[config.mk]
export PLATFORM = sky130hd
export DESIGN_NAME = lf_wakeup_front_end_control
export DESIGN_NICKNAME = d
export VERILOG_FILES = /design/src/lf_wakeup_front_end_control.v
export VERILOG_INCLUDE_DIRS = /design/src
export SDC_FILE = /design/constraint.sdc
export NUM_CORES = 1
export LEC_CHECK = 0
export BUFFER_PORTS_ARGS = -buffer_cell sky130_fd_sc_hd__buf_2
export CORE_UTILIZATION = 50
export DETAILED_ROUTE_END_ITERATION = 8
export PLACE_DENSITY = 0.77
export SYNTH_ARGS = -nofsm -noshare
export SYNTH_HDL_FRONTEND = slang
export SYNTH_SLANG_ARGS = --single-unit
[constraint.sdc]
create_clock -name mclk -period 4.65 [get_ports mclk]
set_input_delay 0.2325 -clock mclk [delete_from_list [all_inputs] [get_ports mclk]]
set_output_delay 0.2325 -clock mclk [all_outputs]
set_load 0.03 [all_outputs]
[src/lf_front_end_regs.vh]
`ifndef LF_FRONT_END_REGS_VH
`define LF_FRONT_END_REGS_VH
// ****************************************
// Register offsets (byte addresses)
// ****************************************
`define OFF_CFG_A 8'h04
`define OFF_CFG_B 8'h08
`define OFF_CFG_C 8'h0c
`define OFF_CFG_D 8'h10
`define OFF_CTRL 8'h14
`define OFF_STRENGTH_1 8'h28
`define OFF_STRENGTH_2 8'h2c
`define OFF_STRENGTH_3 8'h30
`define OFF_STATUS 8'h34
// ****************************************
// Field positions
// ****************************************
`define A_ABS_THR 7
`define A_AGC_UPDN 5
`define A_DAMP_EN 4
`define A_TIME_LIM 3
`define A_CH_EN_LO 0
`define B_ABS_LOW 7
`define B_TOL_HI 1
`define B_TOL_LO 0
`define C_THR_40 7
`define C_SYMM 6
`define C_SLC_HI 5
`define C_SLC_LO 3
`define C_ENV_HI 2
`define C_ENV_LO 0
`define D_DAMP_HI 5
`define D_DAMP_LO 4
`define D_GRED_HI 3
`define D_GRED_LO 0
`define CTRL_CLR_WAKE 0
`define CTRL_STR_RESTART 1
// ****************************************
// Reset values
// ****************************************
`define RST_CFG_A 8'h07
`define RST_CFG_B 8'h00
`define RST_CFG_C 8'h00
`define RST_CFG_D 8'h00
// ****************************************
// Timing
// ****************************************
`define AGC_SETTLE_PERIODS 35
`define SLOT_US 256
`define SLOT_RTC_TICKS 9
`define MISS_HALF_SYMBOLS 3
`define GAIN_MAX 5'h1f
`endif

[src/lf_wakeup_front_end_control.v]
`timescale 1ns/100ps
`include "lf_front_end_regs.vh"
module lf_wakeup_front_end_control #(
	parameter AGC_PERIODS = `AGC_SETTLE_PERIODS,
	parameter SLOT_TICKS = `SLOT_RTC_TICKS,
	parameter MISS_HALF = `MISS_HALF_SYMBOLS
) (
	input wire mclk,
	input wire rst,
	input wire clkEn,
	// AXI4-Lite slave
	input wire [7:0] s_axi_awaddr,
	input wire s_axi_awvalid,
	output wire s_axi_awready,
	input wire [31:0] s_axi_wdata,
	input wire [3:0] s_axi_wstrb,
	input wire s_axi_wvalid,
	output wire s_axi_wready,
	output reg [1:0] s_axi_bresp,
	output reg s_axi_bvalid,
	input wire s_axi_bready,
	input wire [7:0] s_axi_araddr,
	input wire s_axi_arvalid,
	output wire s_axi_arready,
	output reg [31:0] s_axi_rdata,
	output reg [1:0] s_axi_rresp,
	output reg s_axi_rvalid,
	input wire s_axi_rready,
	// Analog side
	input wire rtcTick,
	input wire carrierTick,
	input wire halfSymTick,
	input wire [2:0] carrierRaw,
	input wire [2:0] gainDownReq,
	input wire [2:0] gainUpReq,
	input wire wakeInternal,
	output reg [2:0] chanPowerOn,
	output reg [1:0] detTolerance,
	output reg [14:0] gainSetting,
	output reg [2:0] agcActive,
	output reg [1:0] selChannel,
	output reg selValid,
	output reg [3:0] startGainRed,
	output reg damperOn,
	output reg [1:0] damperShunt,
	output reg [2:0] envRate,
	output reg [2:0] slicerTime,
	output reg slicerSymm,
	output reg slicerThr40,
	output reg slicerAbs,
	output reg slicerAbsLow,
	output reg listenMode
);
	// ****************************************
	// Configuration registers
	// ****************************************
	reg [7:0] cfgA_ff; // Enables, AGC mode, damper, abs threshold
	reg [7:0] cfgB_ff; // Tolerance, abs threshold lowering
	reg [7:0] cfgC_ff; // Slicer and envelope detector
	reg [7:0] cfgD_ff; // Damper shunt, starting gain
	reg [1:0] tolEff_ff; // Last legal tolerance code
	reg [3:0] gredEff_ff; // Last legal gain reduction code
	reg wakeClrPulse; // One-cycle wake clear command
	reg strRestartPulse; // One-cycle strength restart command
	reg wakeLatched_ff; // Wake condition held until cleared
	// ****************************************
	// Bus handshake state
	// ****************************************
	reg awHeld_ff;
	reg wHeld_ff;
	reg [7:0] awAddr_ff;
	reg [31:0] wData_ff;
	reg [3:0] wStrb_ff;
	wire doWrite = awHeld_ff && wHeld_ff && !s_axi_bvalid;
	// Accept each channel once; hold until the response is sent
	assign s_axi_awready = !awHeld_ff && !s_axi_bvalid;
	assign s_axi_wready = !wHeld_ff && !s_axi_bvalid;
	assign s_axi_arready = !s_axi_rvalid;
	// Strength per channel, read-only
	wire [4:0] str0 = gainSetting[4:0];
	wire [4:0] str1 = gainSetting[9:5];
	wire [4:0] str2 = gainSetting[14:10];
	// ****************************************
	// Write channel and register storage
	// ****************************************
	// Address and data may come in either order
	always @(posedge mclk) begin
		if (rst) begin
			awHeld_ff <= 1'b0;
			wHeld_ff <= 1'b0;
			awAddr_ff <= 8'h00;
			wData_ff <= 32'h00000000;
			wStrb_ff <= 4'h0;
			s_axi_bvalid <= 1'b0;
			s_axi_bresp <= 2'b00;
			cfgA_ff <= `RST_CFG_A;
			cfgB_ff <= `RST_CFG_B;
			cfgC_ff <= `RST_CFG_C;
			cfgD_ff <= `RST_CFG_D;
			wakeClrPulse <= 1'b0;
			strRestartPulse <= 1'b0;
		end else if (clkEn) begin
			wakeClrPulse <= 1'b0;
			strRestartPulse <= 1'b0;
			if (s_axi_awvalid && s_axi_awready) begin
				awHeld_ff <= 1'b1;
				awAddr_ff <= s_axi_awaddr;
			end
			if (s_axi_wvalid && s_axi_wready) begin
				wHeld_ff <= 1'b1;
				wData_ff <= s_axi_wdata;
				wStrb_ff <= s_axi_wstrb;
			end
			if (doWrite) begin
				awHeld_ff <= 1'b0;
				wHeld_ff <= 1'b0;
				s_axi_bvalid <= 1'b1;
				s_axi_bresp <= 2'b00;
				// Only lane 0 carries register bits
				case ({awAddr_ff[7:2], 2'b00})
					`OFF_CFG_A: if (wStrb_ff[0]) cfgA_ff <= wData_ff[7:0];
					`OFF_CFG_B: if (wStrb_ff[0]) cfgB_ff <= wData_ff[7:0];
					`OFF_CFG_C: if (wStrb_ff[0]) cfgC_ff <= wData_ff[7:0];
					`OFF_CFG_D: if (wStrb_ff[0]) cfgD_ff <= wData_ff[7:0];
					`OFF_CTRL: begin
						// Command bits self-clear; nothing is stored
						wakeClrPulse <= wStrb_ff[0] & wData_ff[`CTRL_CLR_WAKE];
						strRestartPulse <= wStrb_ff[0] & wData_ff[`CTRL_STR_RESTART];
					end
					`OFF_STRENGTH_1, `OFF_STRENGTH_2, `OFF_STRENGTH_3, `OFF_STATUS: s_axi_bresp <= 2'b10;
					default: s_axi_bresp <= 2'b11;
				endcase
			end else if (s_axi_bvalid && s_axi_bready) begin
				s_axi_bvalid <= 1'b0;
			end
		end
	end
	// ****************************************
	// Read channel
	// ****************************************
	// Data registered; answer one cycle after address
	always @(posedge mclk) begin
		if (rst) begin
			s_axi_rvalid <= 1'b0;
			s_axi_rdata <= 32'h00000000;
			s_axi_rresp <= 2'b00;
		end else if (clkEn) begin
			if (s_axi_arvalid && s_axi_arready) begin
				s_axi_rvalid <= 1'b1;
				s_axi_rresp <= 2'b00;
				case ({s_axi_araddr[7:2], 2'b00})
					`OFF_CFG_A: s_axi_rdata <= {24'h000000, cfgA_ff};
					`OFF_CFG_B: s_axi_rdata <= {24'h000000, cfgB_ff};
					`OFF_CFG_C: s_axi_rdata <= {24'h000000, cfgC_ff};
					`OFF_CFG_D: s_axi_rdata <= {24'h000000, cfgD_ff};
					`OFF_CTRL: s_axi_rdata <= 32'h00000000;
					`OFF_STRENGTH_1: s_axi_rdata <= {27'h0000000, str0};
					`OFF_STRENGTH_2: s_axi_rdata <= {27'h0000000, str1};
					`OFF_STRENGTH_3: s_axi_rdata <= {27'h0000000, str2};
					`OFF_STATUS: s_axi_rdata <= {24'h000000, wakeLatched_ff, selValid, selChannel, 1'b0, agcActive};
					default: begin
						s_axi_rdata <= 32'h00000000;
						s_axi_rresp <= 2'b11;
					end
				endcase
			end else if (s_axi_rvalid && s_axi_rready) begin
				s_axi_rvalid <= 1'b0;
			end
		end
	end
	// ****************************************
	// Legal-code filters
	// ****************************************
	// Reserved codes would confuse the analog trim, so keep the last legal one
	always @(posedge mclk) begin
		if (rst) begin
			tolEff_ff <= 2'b00;
			gredEff_ff <= 4'h0;
		end else if (clkEn) begin
			if (cfgB_ff[`B_TOL_HI:`B_TOL_LO] != 2'b11)
				tolEff_ff <= cfgB_ff[`B_TOL_HI:`B_TOL_LO];
			if (cfgD_ff[3:2] != 2'b00 || cfgD_ff[3:0] == 4'h0)
				gredEff_ff <= {cfgD_ff[3:1], 1'b0};
		end
	end
	// ****************************************
	// Wake condition, slot timer, channel pick
	// ****************************************
	reg [2:0] woke_ff; // Channels that reached wake-up
	reg [7:0] slotCnt_ff; // RTC ticks since first wake
	reg slotOpen_ff; // Within the selection/AGC time slot
	wire [2:0] carrierEn = carrierRaw & cfgA_ff[2:0];
	always @(posedge mclk) begin
		if (rst) begin
			wakeLatched_ff <= 1'b0;
			listenMode <= 1'b1;
			woke_ff <= 3'b000;
			slotCnt_ff <= 8'h00;
			slotOpen_ff <= 1'b0;
			selChannel <= 2'b00;
			selValid <= 1'b0;
		end else if (clkEn) begin
			if (wakeClrPulse) begin
				// Return to listening; a same-cycle wake is taken next cycle
				wakeLatched_ff <= 1'b0;
				listenMode <= 1'b1;
				woke_ff <= 3'b000;
				selValid <= 1'b0;
				slotOpen_ff <= 1'b0;
			end else begin
				if (wakeInternal && carrierEn != 3'b000) begin
					wakeLatched_ff <= 1'b1;
					listenMode <= 1'b0;
				end
				if (!selValid && carrierEn != 3'b000) begin
					// First channel wins at once
					selValid <= 1'b1;
					slotOpen_ff <= 1'b1;
					slotCnt_ff <= 8'h00;
					woke_ff <= carrierEn;
					selChannel <= carrierEn[0] ? 2'd0 : (carrierEn[1] ? 2'd1 : 2'd2);
				end else if (slotOpen_ff) begin
					woke_ff <= woke_ff | carrierEn;
					if (rtcTick) begin
						slotCnt_ff <= slotCnt_ff + 8'h01;
						if (slotCnt_ff + 8'h01 >= SLOT_TICKS[7:0])
							slotOpen_ff <= 1'b0;
					end
					// Later wakers in the slot: strongest wins
					if (woke_ff[0] && str0 >= str1 && str0 >= str2) selChannel <= 2'd0;
					else if (woke_ff[1] && str1 >= str2) selChannel <= 2'd1;
					else if (woke_ff[2]) selChannel <= 2'd2;
				end
			end
		end
	end
	// ****************************************
	// Per-channel gain control
	// ****************************************
	genvar ch;
	generate
		for (ch = 0; ch < 3; ch = ch + 1) begin : agcChan
			reg [4:0] gain_ff; // Gain code, also the strength
			reg [5:0] settle_ff; // Carrier periods since start
			reg [1:0] miss_ff; // Half-symbols without carrier
			reg run_ff; // Gain control running
			wire frozen = cfgA_ff[`A_TIME_LIM] && selValid && !slotOpen_ff;
			always @(posedge mclk) begin
				if (rst) begin
					gain_ff <= 5'h00;
					settle_ff <= 6'h00;
					miss_ff <= 2'b00;
					run_ff <= 1'b0;
				end else if (clkEn) begin
					if (wakeClrPulse || strRestartPulse || !cfgA_ff[ch]) begin
						// Strength cleared; wake state untouched by restart
						gain_ff <= 5'h00;
						run_ff <= 1'b0;
						miss_ff <= 2'b00;
					end else if (!run_ff) begin
						if (carrierEn[ch]) begin
							// Start at maximum less the chosen reduction
							run_ff <= 1'b1;
							gain_ff <= `GAIN_MAX - {1'b0, gredEff_ff};
							settle_ff <= 6'h00;
						end
					end else begin
						if (halfSymTick) begin
							if (carrierEn[ch]) miss_ff <= 2'b00;
							else if (miss_ff + 2'b01 >= MISS_HALF[1:0]) run_ff <= 1'b0;
							else miss_ff <= miss_ff + 2'b01;
						end
						if (halfSymTick && !carrierEn[ch] && miss_ff + 2'b01 >= MISS_HALF[1:0])
							gain_ff <= 5'h00;
						else if (carrierTick && !frozen) begin
							// Steps inside the settling window; after it, down steps go on in both modes
							if (settle_ff < AGC_PERIODS[5:0]) begin
								settle_ff <= settle_ff + 6'h01;
								if (gainDownReq[ch] && gain_ff != 5'h00) gain_ff <= gain_ff - 5'h01;
								else if (cfgA_ff[`A_AGC_UPDN] && gainUpReq[ch] && gain_ff != `GAIN_MAX)
									gain_ff <= gain_ff + 5'h01;
							end else if (cfgA_ff[`A_AGC_UPDN]) begin
								// Tracking mode keeps following after settling
								if (gainDownReq[ch] && gain_ff != 5'h00) gain_ff <= gain_ff - 5'h01;
								else if (gainUpReq[ch] && gain_ff != `GAIN_MAX) gain_ff <= gain_ff + 5'h01;
							end else if (gainDownReq[ch] && gain_ff != 5'h00) begin
								gain_ff <= gain_ff - 5'h01;
							end
						end
					end
				end
			end
			always @* begin
				gainSetting[ch*5 +: 5] = gain_ff;
				agcActive[ch] = run_ff;
			end
		end
	endgenerate
	// ****************************************
	// Analog configuration outputs
	// ****************************************
	// Registered so the analog trims change cleanly
	always @(posedge mclk) begin
		if (rst) begin
			chanPowerOn <= 3'b000;
			detTolerance <= 2'b00;
			startGainRed <= 4'h0;
			damperOn <= 1'b0;
			damperShunt <= 2'b00;
			envRate <= 3'b000;
			slicerTime <= 3'b000;
			slicerSymm <= 1'b0;
			slicerThr40 <= 1'b0;
			slicerAbs <= 1'b0;
			slicerAbsLow <= 1'b0;
		end else if (clkEn) begin
			chanPowerOn <= cfgA_ff[2:0];
			detTolerance <= tolEff_ff;
			startGainRed <= gredEff_ff;
			damperOn <= cfgA_ff[`A_DAMP_EN];
			damperShunt <= cfgD_ff[`D_DAMP_HI:`D_DAMP_LO];
			envRate <= cfgC_ff[`C_ENV_HI:`C_ENV_LO];
			slicerTime <= cfgC_ff[`C_SLC_HI:`C_SLC_LO];
			slicerSymm <= cfgC_ff[`C_SYMM];
			slicerThr40 <= cfgC_ff[`C_THR_40];
			slicerAbs <= cfgA_ff[`A_ABS_THR];
			slicerAbsLow <= cfgB_ff[`B_ABS_LOW];
		end
	end
endmodule // lf_wakeup_front_end_control

==> impl_metrics.tcl <==
set metrics [dict create \
    cts-htree-levels 4 \
    syn_area_per_cell_um2 8.67 \
    wl_per_cell_um 17.0 \
    design_area_um2 8820 \
    p_leak_uw 0.00377 \
    cts_hold_buffers 0 \
    post_synth_and_or_nand_nor_area_fraction_pct 19.9 \
    startpoint_type "flop" \
    sw_frac_of_total_pct 29.8 \
    dieArea_um2 16100 \
    pin_count 158 \
    cellPowerDensity_nw_per_um2 358 \
    cellInternalPower_uw 2220 \
    placed_cells_incl_taps 1149 \
    pwr-share-clk_pct 43.7 \
    detailed_route_via_count 6946 \
    worstSetupPathType "flop to flop" \
    fin_worst_hold_slack_ps 33.3 \
    synth-main-ff-cell "sky130_fd_sc_hd__dfxtp_1" \
    fraction_of_the_mapped_netlist_area_in_compound_gates_pct 18.1 \
    tightest_slew_ps 915 \
    fin_nets 1086 \
    dpl_worst_slack_ps 2250 \
    netlist_area_um2 7780 \
    setup-violations-final 0 \
    max_slew_margin_pct 38.6 \
    max_freq_mhz 417 \
    largest_delay_contributor_family_on_the_critical_path "compound AO/OA/AOI/OAI gates" \
    clock_tree.buffer_depth 2 \
    post_cts.repair.setup_buffers 0 \
    hold_class "input port to flop" \
    postSynthCellCount 897 \
    ys_ff_latch 149 \
    clock_transition_at_the_registers_of_the_reported_paths_ps 70 \
    area_delta_synth_final_pct 13.4 \
    initial_core_util_pct 51.2 \
    grt_pass1_vias 6356 \
    final_max_slew_viol_count 0 \
    postSynth.asyncResetShare_pct 0 \
    share_comb_of_total_power_pct 12.9 \
    placement.io_buffers 101 \
    die_height_um 127 \
    worst_ep_required_time_ps 4940 \
    post-route-period-util_pct 51.6 \
    dpl.hpwl_um 14100 \
    max_stage_delay_ps 590 \
    cts_inserted_buffers 17 \
    timing.critical_path.arrival_ps 2690 \
    synth_seq_area_share_pct 38.4 \
    critPathMaxFanout 10 \
    antenna_violations_before_repair 0 \
    post_dp_cell_area_um2 8240 \
    track_usage_pct 25.6 \
    route.detailed.drc 0 \
    grt_first_pass_wirelength_um 32300 \
    route.antenna.remaining_nets 0 \
    core_um2 15200 \
    multiInputGateArea_um2 4350 \
    clock_sink_count 149 \
    dominant_combinational_cell_family_by_area_after_synthesis "simple AND/OR/NAND/NOR gates" \
    total_switching_power_uw 943 \
    netlist-cell-type-count 80 \
    post_cts_resize_count 0 \
    fillers 1361 \
    slowest_cp_cell "sky130_fd_sc_hd__a31oi_1" \
    antenna-diode-count 0 \
    clockRootBuffer "sky130_fd_sc_hd__clkbuf_16" \
    synth-warning-count 0 \
    setup_ws_ps 2250 \
    globalRouteOverflowTotal 0 \
    synth-adder-area-share_pct 5.31 \
    synth_enable_flop_cells 0 \
    critical_path.cell_chain "nand2_1 > a31oi_1 > o21ai_2 > o21bai_1 > a22oi_1 > nor2_1" \
    critical_path_buf_inv_count 0 \
    period_needed_ps 2400 \
    floorplan.die.width_um 127 \
    firstDrtPassIters 5 \
    synth_mux_area_share_pct 8.75 \
    seqPwrFrac_pct 43.4 \
    finalWeightedCongestion 0.893 \
    rsz0062_at_grt "no" \
    clock_latency_ps 430 \
    maximum_number_of_pins_on_one_net_before_global_route_repair 73 \
    routed_via_density 5.88 \
    final_layout_size_suffix_gt1_share_pct 16.3 \
    finalNonFillerCells 1181 \
    synth_xor_area_share_pct 2.70 \
    hold_viol_final 0 \
    tns_ps 0 \
    power.ir.vdd_worst_uv 299 \
    row_count 45 \
    fin_skew_ps 11.2 \
    cap_viol_max_count 0 \
    worst_setup_end_kind "flop" \
    tritoncts "done" \
    routed_wirelength_um 20100 \
    register_area_um2 2980 \
    drt-initial-drc-count 738 \
    outcome "finished clean" \
]
[synth_stat cells (3+ instances only)]
master	instances	area (µm²)
sky130_fd_sc_hd__o21bai_1	3	22.5
sky130_fd_sc_hd__a22o_1	6	52.6
sky130_fd_sc_hd__a211oi_1	7	52.6
sky130_fd_sc_hd__or3_1	3	18.8
sky130_fd_sc_hd__buf_2	3	15.0
sky130_fd_sc_hd__o22ai_1	5	31.3
sky130_fd_sc_hd__inv_1	38	143
sky130_fd_sc_hd__nand2b_1	9	56.3
sky130_fd_sc_hd__buf_4	29	218
sky130_fd_sc_hd__nor3_1	14	70.1
sky130_fd_sc_hd__nor4_1	10	62.6
sky130_fd_sc_hd__a31o_2	3	26.3
sky130_fd_sc_hd__nand4_1	8	50.1
sky130_fd_sc_hd__a211o_1	3	26.3
sky130_fd_sc_hd__clkbuf_1	19	71.3
sky130_fd_sc_hd__nand3b_1	7	52.6
sky130_fd_sc_hd__a22oi_1	24	180
sky130_fd_sc_hd__a221oi_1	10	87.6
sky130_fd_sc_hd__clkbuf_8	4	55.1
sky130_fd_sc_hd__nand3_1	26	130
sky130_fd_sc_hd__a31oi_1	14	87.6
sky130_fd_sc_hd__a21o_1	13	97.6
sky130_fd_sc_hd__nand2_1	61	229
sky130_fd_sc_hd__xnor2_1	10	87.6
sky130_fd_sc_hd__buf_1	8	30.0
sky130_fd_sc_hd__a222oi_1	4	40.0
sky130_fd_sc_hd__nor2_1	143	537
sky130_fd_sc_hd__xor2_1	14	123
sky130_fd_sc_hd__a21oi_1	52	260
sky130_fd_sc_hd__dfxtp_1	149	2980
sky130_fd_sc_hd__mux2i_1	68	681
sky130_fd_sc_hd__o31ai_1	5	37.5
sky130_fd_sc_hd__ha_1	33	413
sky130_fd_sc_hd__o21ai_0	21	105
sky130_fd_sc_hd__and3_1	13	81.3
[power by group through the flow]
| stage | Combinational [µW] | Clock (µW) | Sequential (µW) |
|---|---|---|---|
| global route | 448 | 1450 | 1380 |
| finish | 407 | 1380 | 1370 |
| global placement | 396 | 0 | 1400 |
| CTS | 405 | 1390 | 1370 |
| floorplan | 298 | 0 | 1410 |
| detailed placement | 403 | 0 | 1400 |
[tightest hold or removal path, delay by kind of cell]
family	cells	cell delay, ps
buf+inv	1	90
compound gates	1	50
simple gates	1	50
[through the flow]
step / power [µW] / util (%)
3_5_place_dp: 1800 / 54.2
5_1_grt: 3280 / 58.0
4_1_cts: 3170 / 58.0
3_3_place_gp: 1790 / 54.2
6_report: 3160 / 58.0
2_1_floorplan: 1710 / -
[path summary, 6_finish.rpt]
path / startpoint / to / slack [ps] / cells after the start
hold / removal: s_axi_wdata[2] / wData_ff[2]$_SDFFE_PP0P_ / 30 / 3
hold reg to reg: s_axi_rdata[2]$_SDFFE_PP0P_ / s_axi_rdata[2]$_SDFFE_PP0P_ / 450 / 1
setup / recovery: cfgA_ff[0]$_SDFFE_PP1P_ / slotCnt_ff[4]$_SDFFE_PP0P_ / 2250 / 6
setup reg to reg: cfgA_ff[0]$_SDFFE_PP1P_ / slotCnt_ff[4]$_SDFFE_PP0P_ / 2250 / 6
[flip-flops by register name (all words and copies together), names as in the netlist, 3 cells and up]
register and cells:
wData_ff 8, s_axi_rdata 8, agcChan.settle_ff 18, startGainRed 3
envRate 3, slotCnt_ff 8, gredEff_ff 3, agcChan.miss_ff 6
slicerTime 3, chanPowerOn 3, agcChan.gain_ff 15, cfgD_ff 8
cfgC_ff 8, agcChan.run_ff 3, awAddr_ff 6, woke_ff 3
cfgA_ff 8, cfgB_ff 8
[logic make-up after synthesis]
logic type | after synthesis
AO/OA/AOI/OAI | 198
XOR/XNOR | 24
adder cells (fa/ha/maj) | 33
buffers and inverters | 102
flip-flops | 149
multiplexers | 68
other | 1
AND/OR/NAND/NOR | 322
[cells in the final DEF, fill, tap and decap left out, types with 4 or more instances in the layout]
cell type / count
sky130_fd_sc_hd__dfxtp_1: 149
sky130_fd_sc_hd__clkbuf_16: 17
sky130_fd_sc_hd__conb_1: 25
sky130_fd_sc_hd__o31ai_1: 5
sky130_fd_sc_hd__a222oi_1: 4
sky130_fd_sc_hd__a221oi_1: 10
sky130_fd_sc_hd__inv_6: 5
sky130_fd_sc_hd__nor2_1: 143
sky130_fd_sc_hd__nand4_1: 8
sky130_fd_sc_hd__a21oi_1: 52
sky130_fd_sc_hd__a22oi_1: 24
sky130_fd_sc_hd__nand3_1: 26
sky130_fd_sc_hd__nand3b_1: 7
sky130_fd_sc_hd__nor4_1: 10
sky130_fd_sc_hd__o22ai_1: 5
sky130_fd_sc_hd__inv_1: 38
sky130_fd_sc_hd__mux2i_1: 68
sky130_fd_sc_hd__xnor2_1: 10
sky130_fd_sc_hd__a22o_1: 6
sky130_fd_sc_hd__a21o_1: 13
sky130_fd_sc_hd__ha_1: 33
sky130_fd_sc_hd__a31oi_1: 14
sky130_fd_sc_hd__buf_2: 100
sky130_fd_sc_hd__nand2_1: 61
sky130_fd_sc_hd__o21ai_0: 21
sky130_fd_sc_hd__nand2b_1: 9
sky130_fd_sc_hd__inv_8: 5
sky130_fd_sc_hd__buf_4: 4
sky130_fd_sc_hd__xor2_1: 14
sky130_fd_sc_hd__and3_1: 13
sky130_fd_sc_hd__nor3_1: 14
sky130_fd_sc_hd__a211oi_1: 7
[routing by layer]
layer / share of wire (%) / wire (µm) / global-route usage, %
met4: 1.8 / 363 / 8.12
met2: 46 / 9250 / 41.8
met5: 0 / 0 / 0
met1: 44 / 8760 / 32.5
met3: 8.5 / 1700 / 7.47
[final cells by class]
cell class / instances / share of cell area (%)
clock buffers: 18 / 4.86
clock inverters: 14 / 1.76
inverters: 38 / 1.62
multi-input cells: 670 / 49.3
flip-flops and latches: 149 / 33.8
well taps: 188 / 2.67
repair buffers: 104 / 6.01
Power figures use the tool's default switching activity.
